$ cat src/plc_mgmt_map.svh
// offsets, field widths, defaults, ranges and timing constants of the attribute bank
`ifndef PLC_MGMT_MAP_SVH
`define PLC_MGMT_MAP_SVH

`define ID_WIDTH 16
`define VALUE_WIDTH 32
`define ATTR_WIDTH 8
`define VENDOR_ID_BASE 16'h8000

`define ID_SWITCH_SEARCH 16'h0010
`define ID_PROMO_LIMIT 16'h0011
`define ID_PROMO_WINDOW 16'h0012
`define ID_BEACON_SLOTS 16'h0013
`define ID_TX_ATTEMPTS 16'h0014
`define ID_ACK_TIMEOUT 16'h0015
`define ID_BACKOFF 16'h0016
`define ID_SENSE_ITER 16'h0017
`define ID_RETRY_LIMIT 16'h0018
`define ID_SMOOTHING 16'h0019
`define ID_TX_DEPTH 16'h00B0
`define ID_RX_DEPTH 16'h00B1
`define ID_TX_DELAY 16'h00B2
`define ID_RX_DELAY 16'h00B3
`define ID_GAIN_FLOOR 16'h00B4
`define ID_GAIN_STEP 16'h00B5
`define ID_GAIN_TOTAL 16'h00B6

`define DEPTH_WIDTH 10
`define DELAY_WIDTH 20
`define STEP_WIDTH 3
`define GAIN_STEP_MAX 6
`define GAIN_SPAN_MIN_DB 21

`define RST_SWITCH_SEARCH 8'h18
`define RST_PROMO_LIMIT 8'h02
`define RST_PROMO_WINDOW 8'h05
`define RST_BEACON_SLOTS 8'h05
`define RST_TX_ATTEMPTS 8'h05
`define RST_ACK_TIMEOUT 8'h0F
`define RST_RETRY_LIMIT 8'h03
`define RST_SMOOTHING 8'h03

`define MIN_SWITCH_SEARCH 32'h10
`define MAX_SWITCH_SEARCH 32'h20
`define MIN_PROMO_LIMIT 32'h1
`define MAX_PROMO_LIMIT 32'h4
`define MIN_PROMO_WINDOW 32'h2
`define MAX_PROMO_WINDOW 32'h8
`define MIN_BEACON_SLOTS 32'h1
`define MAX_BEACON_SLOTS 32'h5
`define MIN_TX_ATTEMPTS 32'h2
`define MAX_TX_ATTEMPTS 32'h5
`define MIN_ACK_TIMEOUT 32'h2
`define MAX_ACK_TIMEOUT 32'h14
`define MIN_RETRY_LIMIT 32'h3
`define MAX_RETRY_LIMIT 32'h5
`define MIN_SMOOTHING 32'h0
`define MAX_SMOOTHING 32'h7

`define CLK_PERIOD_NS 5
`define SECOND_NS 1000000000
`define SECOND_CYCLES (`SECOND_NS / `CLK_PERIOD_NS)
`define SAMPLE_WIDTH 16

`endif

$ cat src/plc_mgmt_pkg.sv
// types shared by the management attribute bank
`default_nettype none
`include "plc_mgmt_map.svh"
package plc_mgmt_pkg;

    typedef enum logic [1:0] {ST_OK, ST_UNKNOWN, ST_READ_ONLY, ST_RANGE} attr_status_t;

    typedef struct packed {
        logic valid;
        logic write;
        logic [`ID_WIDTH-1:0] id;
        logic [`VALUE_WIDTH-1:0] value;
    } attr_req_t;

    typedef struct packed {
        logic valid;
        attr_status_t status;
        logic [`VALUE_WIDTH-1:0] value;
    } attr_rsp_t;

    typedef struct packed {
        logic [7:0] search;
        logic [7:0] promo_lim;
        logic [7:0] promo_win;
        logic [7:0] beacons;
        logic [7:0] attempts;
        logic [7:0] ack_to;
        logic [7:0] retry_lim;
        logic [7:0] shift;
    } rw_attrs_t;

    typedef struct packed {
        attr_rsp_t rsp;
        rw_attrs_t attr;
        logic [31:0] sec_cnt;
        logic sec_tick;
        logic [7:0] scan_sec;
        logic scan_done;
        logic [7:0] win_sec;
        logic [7:0] win_used;
        logic promo_grant;
        logic promo_deny;
        logic ctl_busy;
        logic [7:0] ctl_sec;
        logic [7:0] ctl_retries;
        logic ctl_retx;
        logic ctl_abort;
        logic [`SAMPLE_WIDTH-1:0] avg;
        logic avg_seeded;
        logic avg_valid;
    } bank_state_t;

endpackage
`default_nettype wire

$ cat src/plc_management_attribute_bank.sv
// management attribute bank: get/set port, fixed physical constants and attribute-driven helpers
`timescale 1ns/100ps
`default_nettype none
`include "plc_mgmt_map.svh"

// Notes on behaviour
// - physical constants never change on set
// - 0x00B0 reports transmit buffer depth, 10 bits
// - 0x00B1 reports receive buffer depth, 10 bits
// - 0x00B2 reports transmit path delay, microseconds
// - 0x00B3 reports receive path delay, microseconds
// - gain floor at most 0, step at most 6
// - floor plus (steps-1) times step reaches 21
// - read-write attributes settable at any time
// - disconnected node scans search time before promoting
// - promotion requests limited per seconds window
// - contention transmit attempts set by 0x0014
// - control acknowledge wait set by 0x0015
// - abandon control packet at retry limit
// - moving average with shift-based smoothing factor
// - 0x0016 reports contention random backoff
// - 0x0017 reports channel sensing iterations
// - identifiers sixteen bits, upper half vendor
// - attributes stored no narrower than listed
module plc_management_attribute_bank #(
    parameter int TX_DEPTH = 4,
    parameter int RX_DEPTH = 4,
    parameter int TX_DELAY_US = 100,
    parameter int RX_DELAY_US = 100,
    parameter int GAIN_FLOOR_DB = 0,
    parameter int GAIN_STEP_DB = 6,
    parameter int GAIN_STEPS = 5,
    parameter int SECOND_CYCLES = `SECOND_CYCLES
) (
    input wire logic ref_clk,
    input wire logic resetn,
    input wire plc_mgmt_pkg::attr_req_t attr_req,
    output plc_mgmt_pkg::attr_rsp_t attr_rsp,
    input wire logic disconnected,
    output logic scan_done,
    input wire logic promo_request,
    output logic promo_grant,
    output logic promo_deny,
    input wire logic ctl_sent,
    input wire logic ctl_ack,
    output logic ctl_retx,
    output logic ctl_abort,
    input wire logic sample_valid,
    input wire logic [`SAMPLE_WIDTH-1:0] sample,
    output logic [`SAMPLE_WIDTH-1:0] average,
    output logic average_valid,
    input wire logic [7:0] backoff_in,
    input wire logic [7:0] sense_in,
    output logic [7:0] beacon_limit,
    output logic [7:0] attempt_limit
);

    // the constants are checked once here so that a bad build never reports them
    generate
        if (TX_DEPTH < 0 || TX_DEPTH >= (1 << `DEPTH_WIDTH) || RX_DEPTH < 0
            || RX_DEPTH >= (1 << `DEPTH_WIDTH))
        begin : g_bad_depth
            $error("buffer depth does not fit its field");
        end
        if (TX_DELAY_US < 0 || TX_DELAY_US >= (1 << `DELAY_WIDTH) || RX_DELAY_US < 0
            || RX_DELAY_US >= (1 << `DELAY_WIDTH))
        begin : g_bad_delay
            $error("path delay does not fit its field");
        end
        if (GAIN_FLOOR_DB > 0 || GAIN_FLOOR_DB < -128 || GAIN_STEP_DB < 0
            || GAIN_STEP_DB > `GAIN_STEP_MAX)
        begin : g_bad_gain
            $error("gain floor or step out of range");
        end
        if (GAIN_STEPS < 1 || GAIN_STEPS > 255
            || GAIN_FLOOR_DB + (GAIN_STEPS - 1) * GAIN_STEP_DB < `GAIN_SPAN_MIN_DB)
        begin : g_bad_span
            $error("gain steps do not span the required range");
        end
        if (SECOND_CYCLES < 2)
        begin : g_bad_second
            $error("second length too short");
        end
    endgenerate

    localparam logic [`DEPTH_WIDTH-1:0] TX_DEPTH_V = `DEPTH_WIDTH'(TX_DEPTH);
    localparam logic [`DEPTH_WIDTH-1:0] RX_DEPTH_V = `DEPTH_WIDTH'(RX_DEPTH);
    localparam logic [`DELAY_WIDTH-1:0] TX_DELAY_V = `DELAY_WIDTH'(TX_DELAY_US);
    localparam logic [`DELAY_WIDTH-1:0] RX_DELAY_V = `DELAY_WIDTH'(RX_DELAY_US);
    localparam logic [7:0] GAIN_FLOOR_V = 8'(GAIN_FLOOR_DB);
    localparam logic [`STEP_WIDTH-1:0] GAIN_STEP_V = `STEP_WIDTH'(GAIN_STEP_DB);
    localparam logic [7:0] GAIN_STEPS_V = 8'(GAIN_STEPS);
    localparam logic [31:0] SECOND_LAST = 32'(SECOND_CYCLES - 1);

    localparam plc_mgmt_pkg::rw_attrs_t ATTR_RESET = '{
        search: `RST_SWITCH_SEARCH,
        promo_lim: `RST_PROMO_LIMIT,
        promo_win: `RST_PROMO_WINDOW,
        beacons: `RST_BEACON_SLOTS,
        attempts: `RST_TX_ATTEMPTS,
        ack_to: `RST_ACK_TIMEOUT,
        retry_lim: `RST_RETRY_LIMIT,
        shift: `RST_SMOOTHING
    };

    plc_mgmt_pkg::bank_state_t st;
    plc_mgmt_pkg::bank_state_t next_st;

    function automatic logic in_range(
        input logic [`VALUE_WIDTH-1:0] v,
        input logic [`VALUE_WIDTH-1:0] lo,
        input logic [`VALUE_WIDTH-1:0] hi
    );
        in_range = (v >= lo) && (v <= hi);
    endfunction

    always_comb
    begin
        logic known;
        logic writable;
        logic [`VALUE_WIDTH-1:0] rd;
        logic [`VALUE_WIDTH-1:0] lo;
        logic [`VALUE_WIDTH-1:0] hi;
        logic [7:0] used;
        logic [7:0] wv;
        logic signed [`SAMPLE_WIDTH+1:0] diff;
        logic signed [`SAMPLE_WIDTH+1:0] step;
        logic [`SAMPLE_WIDTH+1:0] sum;
        known = 1'b1;
        writable = 1'b0;
        rd = '0;
        lo = '0;
        hi = '0;
        used = 8'h00;
        wv = attr_req.value[7:0];
        diff = '0;
        step = '0;
        sum = '0;
        next_st = st;
        next_st.rsp.valid = 1'b0;
        next_st.sec_tick = 1'b0;
        next_st.promo_grant = 1'b0;
        next_st.promo_deny = 1'b0;
        next_st.ctl_retx = 1'b0;
        next_st.ctl_abort = 1'b0;
        next_st.avg_valid = 1'b0;

        // free-running one-second tick shared by every seconds timer
        if (st.sec_cnt == SECOND_LAST)
        begin
            next_st.sec_cnt = 32'h0000_0000;
            next_st.sec_tick = 1'b1;
        end
        else
        begin
            next_st.sec_cnt = st.sec_cnt + 32'h0000_0001;
        end

        // the first tick after entry may come at once, so one extra tick keeps the scan a least time
        if (!disconnected)
        begin
            next_st.scan_sec = 8'h00;
            next_st.scan_done = 1'b0;
        end
        else if (st.scan_sec > st.attr.search)
        begin
            next_st.scan_done = 1'b1;
        end
        else if (st.sec_tick)
        begin
            next_st.scan_sec = st.scan_sec + 8'h01;
        end

        // promotion budget: a window roll and a request in one cycle see the fresh window
        used = st.win_used;
        if (st.sec_tick)
        begin
            if (st.win_sec + 8'h01 >= st.attr.promo_win)
            begin
                next_st.win_sec = 8'h00;
                used = 8'h00;
            end
            else
            begin
                next_st.win_sec = st.win_sec + 8'h01;
            end
        end
        if (promo_request)
        begin
            if (used < st.attr.promo_lim)
            begin
                next_st.promo_grant = 1'b1;
                used = used + 8'h01;
            end
            else
            begin
                next_st.promo_deny = 1'b1;
            end
        end
        next_st.win_used = used;

        // control packet acknowledge wait and retransmission count
        if (ctl_ack)
        begin
            next_st.ctl_busy = 1'b0;
        end
        else if (ctl_sent)
        begin
            next_st.ctl_busy = 1'b1;
            next_st.ctl_sec = 8'h00;
            next_st.ctl_retries = 8'h00;
        end
        else if (st.ctl_busy && st.sec_tick)
        begin
            if (st.ctl_sec >= st.attr.ack_to)
            begin
                next_st.ctl_sec = 8'h00;
                if (st.ctl_retries >= st.attr.retry_lim)
                begin
                    next_st.ctl_abort = 1'b1;
                    next_st.ctl_busy = 1'b0;
                end
                else
                begin
                    next_st.ctl_retx = 1'b1;
                    next_st.ctl_retries = st.ctl_retries + 8'h01;
                end
            end
            else
            begin
                next_st.ctl_sec = st.ctl_sec + 8'h01;
            end
        end

        // the first sample seeds the average so it does not creep up from zero
        if (sample_valid)
        begin
            next_st.avg_valid = 1'b1;
            if (!st.avg_seeded)
            begin
                next_st.avg = sample;
                next_st.avg_seeded = 1'b1;
            end
            else
            begin
                diff = $signed({2'b00, sample}) - $signed({2'b00, st.avg});
                step = diff >>> st.attr.shift[2:0];
                sum = {2'b00, st.avg} + step;
                next_st.avg = sum[`SAMPLE_WIDTH-1:0];
            end
        end

        // identifier decode: value read, whether settable, and its legal range
        case (attr_req.id)
            `ID_SWITCH_SEARCH:
            begin
                rd = 32'(st.attr.search);
                writable = 1'b1;
                lo = `MIN_SWITCH_SEARCH;
                hi = `MAX_SWITCH_SEARCH;
            end
            `ID_PROMO_LIMIT:
            begin
                rd = 32'(st.attr.promo_lim);
                writable = 1'b1;
                lo = `MIN_PROMO_LIMIT;
                hi = `MAX_PROMO_LIMIT;
            end
            `ID_PROMO_WINDOW:
            begin
                rd = 32'(st.attr.promo_win);
                writable = 1'b1;
                lo = `MIN_PROMO_WINDOW;
                hi = `MAX_PROMO_WINDOW;
            end
            `ID_BEACON_SLOTS:
            begin
                rd = 32'(st.attr.beacons);
                writable = 1'b1;
                lo = `MIN_BEACON_SLOTS;
                hi = `MAX_BEACON_SLOTS;
            end
            `ID_TX_ATTEMPTS:
            begin
                rd = 32'(st.attr.attempts);
                writable = 1'b1;
                lo = `MIN_TX_ATTEMPTS;
                hi = `MAX_TX_ATTEMPTS;
            end
            `ID_ACK_TIMEOUT:
            begin
                rd = 32'(st.attr.ack_to);
                writable = 1'b1;
                lo = `MIN_ACK_TIMEOUT;
                hi = `MAX_ACK_TIMEOUT;
            end
            `ID_RETRY_LIMIT:
            begin
                rd = 32'(st.attr.retry_lim);
                writable = 1'b1;
                lo = `MIN_RETRY_LIMIT;
                hi = `MAX_RETRY_LIMIT;
            end
            `ID_SMOOTHING:
            begin
                rd = 32'(st.attr.shift);
                writable = 1'b1;
                lo = `MIN_SMOOTHING;
                hi = `MAX_SMOOTHING;
            end
            `ID_BACKOFF: rd = 32'(backoff_in);
            `ID_SENSE_ITER: rd = 32'(sense_in);
            `ID_TX_DEPTH: rd = 32'(TX_DEPTH_V);
            `ID_RX_DEPTH: rd = 32'(RX_DEPTH_V);
            `ID_TX_DELAY: rd = 32'(TX_DELAY_V);
            `ID_RX_DELAY: rd = 32'(RX_DELAY_V);
            `ID_GAIN_FLOOR: rd = 32'(GAIN_FLOOR_V);
            `ID_GAIN_STEP: rd = 32'(GAIN_STEP_V);
            `ID_GAIN_TOTAL: rd = 32'(GAIN_STEPS_V);
            default: known = 1'b0;
        endcase

        if (attr_req.valid)
        begin
            next_st.rsp.valid = 1'b1;
            next_st.rsp.value = '0;
            next_st.rsp.status = plc_mgmt_pkg::ST_OK;
            if (!known)
            begin
                next_st.rsp.status = plc_mgmt_pkg::ST_UNKNOWN;
            end
            else if (!attr_req.write)
            begin
                next_st.rsp.value = rd;
            end
            else if (!writable)
            begin
                next_st.rsp.status = plc_mgmt_pkg::ST_READ_ONLY;
            end
            else if (!in_range(attr_req.value, lo, hi))
            begin
                next_st.rsp.status = plc_mgmt_pkg::ST_RANGE;
            end
            else
            begin
                // a set is honoured at any time, whatever the helpers are doing
                case (attr_req.id)
                    `ID_SWITCH_SEARCH: next_st.attr.search = wv;
                    `ID_PROMO_LIMIT: next_st.attr.promo_lim = wv;
                    `ID_PROMO_WINDOW: next_st.attr.promo_win = wv;
                    `ID_BEACON_SLOTS: next_st.attr.beacons = wv;
                    `ID_TX_ATTEMPTS: next_st.attr.attempts = wv;
                    `ID_ACK_TIMEOUT: next_st.attr.ack_to = wv;
                    `ID_RETRY_LIMIT: next_st.attr.retry_lim = wv;
                    `ID_SMOOTHING: next_st.attr.shift = wv;
                    default: next_st.attr = st.attr;
                endcase
            end
        end
    end

    always_ff @(posedge ref_clk or negedge resetn)
    begin
        if (!resetn)
        begin
            st <= '0;
            st.rsp.status <= plc_mgmt_pkg::ST_OK;
            st.attr <= ATTR_RESET;
        end
        else
        begin
            st <= next_st;
        end
    end

    // every output below is a field of the state register
    assign attr_rsp = st.rsp;
    assign scan_done = st.scan_done;
    assign promo_grant = st.promo_grant;
    assign promo_deny = st.promo_deny;
    assign ctl_retx = st.ctl_retx;
    assign ctl_abort = st.ctl_abort;
    assign average = st.avg;
    assign average_valid = st.avg_valid;
    assign beacon_limit = st.attr.beacons;
    assign attempt_limit = st.attr.attempts;

endmodule // plc_management_attribute_bank
`default_nettype wire

$ cat config.mk
export PLATFORM = sky130hd
export DESIGN_NAME = plc_management_attribute_bank
export DESIGN_NICKNAME = d
export VERILOG_FILES = /design/src/plc_mgmt_pkg.sv /design/src/plc_management_attribute_bank.sv
export VERILOG_INCLUDE_DIRS = /design/src
export SDC_FILE = /design/constraint.sdc
export NUM_CORES = 1
export LEC_CHECK = 0
export ABC_AREA = 1
export BUFFER_PORTS_ARGS = -buffer_cell sky130_fd_sc_hd__buf_2
export CORE_ASPECT_RATIO = 1.25
export CORE_MARGIN = 3
export CORE_UTILIZATION = 55
export DETAILED_ROUTE_END_ITERATION = 6
export GPL_ROUTABILITY_DRIVEN = 0
export PLACE_DENSITY = 0.76
export RECOVER_POWER = 100
export SLEW_MARGIN = 30
export SYNTH_ARGS = -nofsm -noshare
export SYNTH_HDL_FRONTEND = slang
export SYNTH_SLANG_ARGS = --single-unit
$ cat constraint.sdc
create_clock -name ref_clk -period 4.39 [get_ports ref_clk]
set_input_delay 0.2195 -clock ref_clk [delete_from_list [all_inputs] [get_ports ref_clk]]
set_output_delay 0.2195 -clock ref_clk [all_outputs]
set_load 0.01 [all_outputs]
==> results by group <==
Status
  – Status: finished with violations
  – Failing checks: max-capacitance violations, max-slew violations

Global route
  – GR Util All Layers: 25.3%
  – Largest net degree at the start of global routing: 112
  – Number of global-route vias before repair: 10944
  – First-pass GRT wire length: 51.4 mm
  – Initial antenna violation count: 0
  – Grt ovf: 0

Floorplan
  – Rows: 60
  – I/O pins: 162
  – Die X: 140 µm
  – DIE HEIGHT: 174 µm
  – Starting Density: 56.8%
  – Core area: 21800 µm²
  – Die area: 24400 µm²

CTS
  – Worst-path clk slew: 80 ps
  – CTS Buffer Depth: 2
  – Total clock sinks: 172
  – TritonCTS buffer count: 17
  – Clock Latency Late Sink: 440 ps
  – CTS tree: done
  – Root buf cell: clkbuf_16
  – Post-CTS setup repair buffer count: 0
  – Htree depth: 4

Detailed routing
  – DRT Pass-1 Iters: 6
  – DRT iter0 DRCs: 992
  – Final ANT Viol Nets: 0
  – DR vias: 11490
  – Drt wl/cell: 15.0 µm
  – Residual DRC: 0
  – Routed WL: 31.2 mm
  – DR vias/cell: 5.55

Synth
  – Mux share of post-synthesis cell area: 0.323%
  – Top-count cell post-synth: nand2_1
  – Largest cells by area after synthesis: dfrtp_1 (31%), nand2_1 (10%), ha_1 (8.6%), inv_1 (7.6%), nor2_1 (4.6%)
  – Async SR Flop Fraction: 100%
  – Compound-gate portion of the synthesized area: 14.2%
  – Post-synthesis simple-gate area fraction: 24.9%
  – Yosys Warn Count: 0
  – Largest family of logic cells by synthesized area: simple AND/OR/NAND/NOR gates
  – Distinct cells, synth: 58
  – Avg Cell Area, Syn: 7.37 µm²
  – Most instantiated cells after synthesis: nand2_1 (337), inv_1 (251), dfrtp_1 (155)
  – Synth Flop Type: dfrtp_1
  – Adder-Cell Fraction of Synth Area: 8.90%
  – Cell accounting for the most synthesized area: dfrtp_1
  – Post-synth EDFFs: 0
  – Gate Count Post-Synth: 1684
  – Netlist Area Pre-Place: 12400 µm²
  – Synthesized flop and latch total: 172
  – XOR/XNOR Fraction of Synth Area: 3.25%
  – Post-synthesis sequential area ratio: 34.9%
  – Post-synth top area share: 31.3%

Power and ir drop
  – P_leak: 0.00656 µW
  – Overall power: 6670 µW
  – Pwr dens: 497 nW/µm²
  – Largest vdd supply drop: 0.000569 V

Place
  – Port Buffers: 137
  – Inst Count DP: 2036
  – Final HPWL DP: 23.8 mm

Critical path
  – Crit path from: average[0]$_DFFE_PN0P_
  – Crit end category: flip-flop
  – Critical Path AT: 4400 ps
  – Critical path endpoint: average[12]$_DFFE_PN0P_
  – Register-to-Register Path Depth: 24
  – Reg2Reg Capture Point: average[12]$_DFFE_PN0P_
  – CP max stage cell: dfrtp_1
  – Critical path startpoint category: flip-flop
  – Worst path max stage delay: 410 ps
  – Crit path top cell by count: nand2_1
  – FF-to-FF Start: average[0]$_DFFE_PN0P_
  – Critical path fanouts, max: 4
  – Reg2Reg Setup Slack: 360 ps
  – Worst Setup Path Type: flip-flop to flip-flop
  – Cells along the critical path: ha_1 > inv_1 > fa_1 > nand2_1 > nand2_1 > nand3_1 > nand3_2 > xor2_1 > nand2_1 > a21boi_0 > nand2_1 > o21ai_0 > o21ai_0 > ha_1 > nand3_1 > nand2_1 > inv_1 > o21a_1 > o21ai_1 > a21oi_1 > o21ai_0 > xor2_1 > nor2_1 > o21ai_0
  – WP buf/inv: 2
  – CP Data Required Time: 4760 ps
  – WP depth: 24
  – CP top delay family: compound AO/OA/AOI/OAI gates

Timing
  – Part of the cycle the worst path needs: 91.8%
  – Tmin final: 4030 ps
  – Final Setup Violations: 0
  – Final count of pins violating max slew: 73
  – Worst-Margin Slew: 3370 ps
  – Slew HR: -125%
  – Max Freq: 248 MHz
  – Fin Clk Skew: 18.3 ps
  – Final Hold Vio Count: 0

Job
  – Max cap viols: 2

Layout
  – Area delta synth->final: 8.17%
  – Non-filler cells, final: 2072
  – Layout cell share with drive strength beyond 1: 9.15%
  – Layout filler cell count: 2015
  – # nets final: 1955

Worst hold path
  – Min-delay worst type: input pin to flip-flop
registers in the layout (all words and copies together) (netlist names), 8 cells and up:
name / cells
st: 123
average: 16
attr_rsp: 11
attempt_limit: 8
beacon_limit: 8
where the power goes:
group	switching [µW]	internal, µW	total, µW
registers	90.3	1700	1790
logic	2060	1270	3330
clock network	672	876	1550
logic make-up (layout without fill, tap and decap cells):
kind of cell,Yosys count,in the layout
AND/OR/NAND/NOR,696,696
buffers and inverters,364,449
AO/OA/AOI/OAI,314,314
flip-flops,172,172
adder cells (fa/ha/maj),87,87
XOR/XNOR,46,46
multiplexers,4,4
other,1,25
routing by layer:
layer	GRT usage, %	vias up	wire length (µm)
li1	-	5652	-
met1	32.1	5359	13100
met2	43.2	397	15400
met3	3.55	82	1550
met4	10.2	0	1110
met5	0	-	0
worst min-delay path, delay by kind of cell:
kind / cells / cell delay, ps
AND/OR/NAND/NOR: 2 / 100
buffers and inverters: 1 / 130
layout by cell type, fill, tap and decap left out, types with 7 or more instances in the layout:
cell type and count:
nand2_1 343, inv_1 255, dfrtp_1 155, nor2_1 151
o21ai_0 140, nand3_1 91, buf_2 90, ha_1 84
a21oi_1 71, clkbuf_1 51, o22ai_1 48, nor3_1 39
xor2_1 29, nand4_1 27, conb_1 24, nor4_1 17
xnor2_1 17, clkbuf_16 17, dfstp_2 13, a211oi_1 11
clkinv_1 10, o21ai_1 10, o211ai_1 7
layout make-up:
class                      instances  area [µm²]  share of cell area (%)
antenna                            1        2.50                  0.0186
clock buffer                      21         460                    3.43
clock inverter                    11         135                    1.01
inverter                         270        1030                    7.65
multi-input combinational       1171        6410                    47.8
sequential                       172        4330                    32.2
tap                              279         349                    2.60
timing repair buffer             147         712                    5.31
stage by stage:
stage	TNS, ps	util, %	area [µm²]	hold WS, ps	setup WS (ps)
detailed placement	0	59.2	12900	237	237
global route	-1.67	61.4	13400	58.9	-1.67
CTS	0	62.0	13600	40.8	235
global placement	0	59.2	12900	241	352
finish	0	61.4	13400	48.9	358
floorplan	0	-	12500	-76.1	722
repair_timing:
item	in CTS	in global routing
hold buffers	2	0
gates resized for setup	0	12
endpoints found under the hold margin	62	0
setup endpoints to repair	0	12
worst min path at each step:
stage	from	endpoint	slack, ps	depth (start not counted)
2_1_floorplan	resetn	attempt_limit[1]$_DFFE_PN0P_	-80	0
3_3_place_gp	resetn	promo_deny$_DFF_PN0_	240	1
3_5_place_dp	resetn	st[44]$_DFF_PN0_	240	1
4_1_cts	promo_request	st[46]$_DFF_PN0_	40	3
5_1_grt	promo_request	st[45]$_DFF_PN0_	60	3
6_report	promo_request	st[45]$_DFF_PN0_	50	3
(Power assumes the default switching activity.)
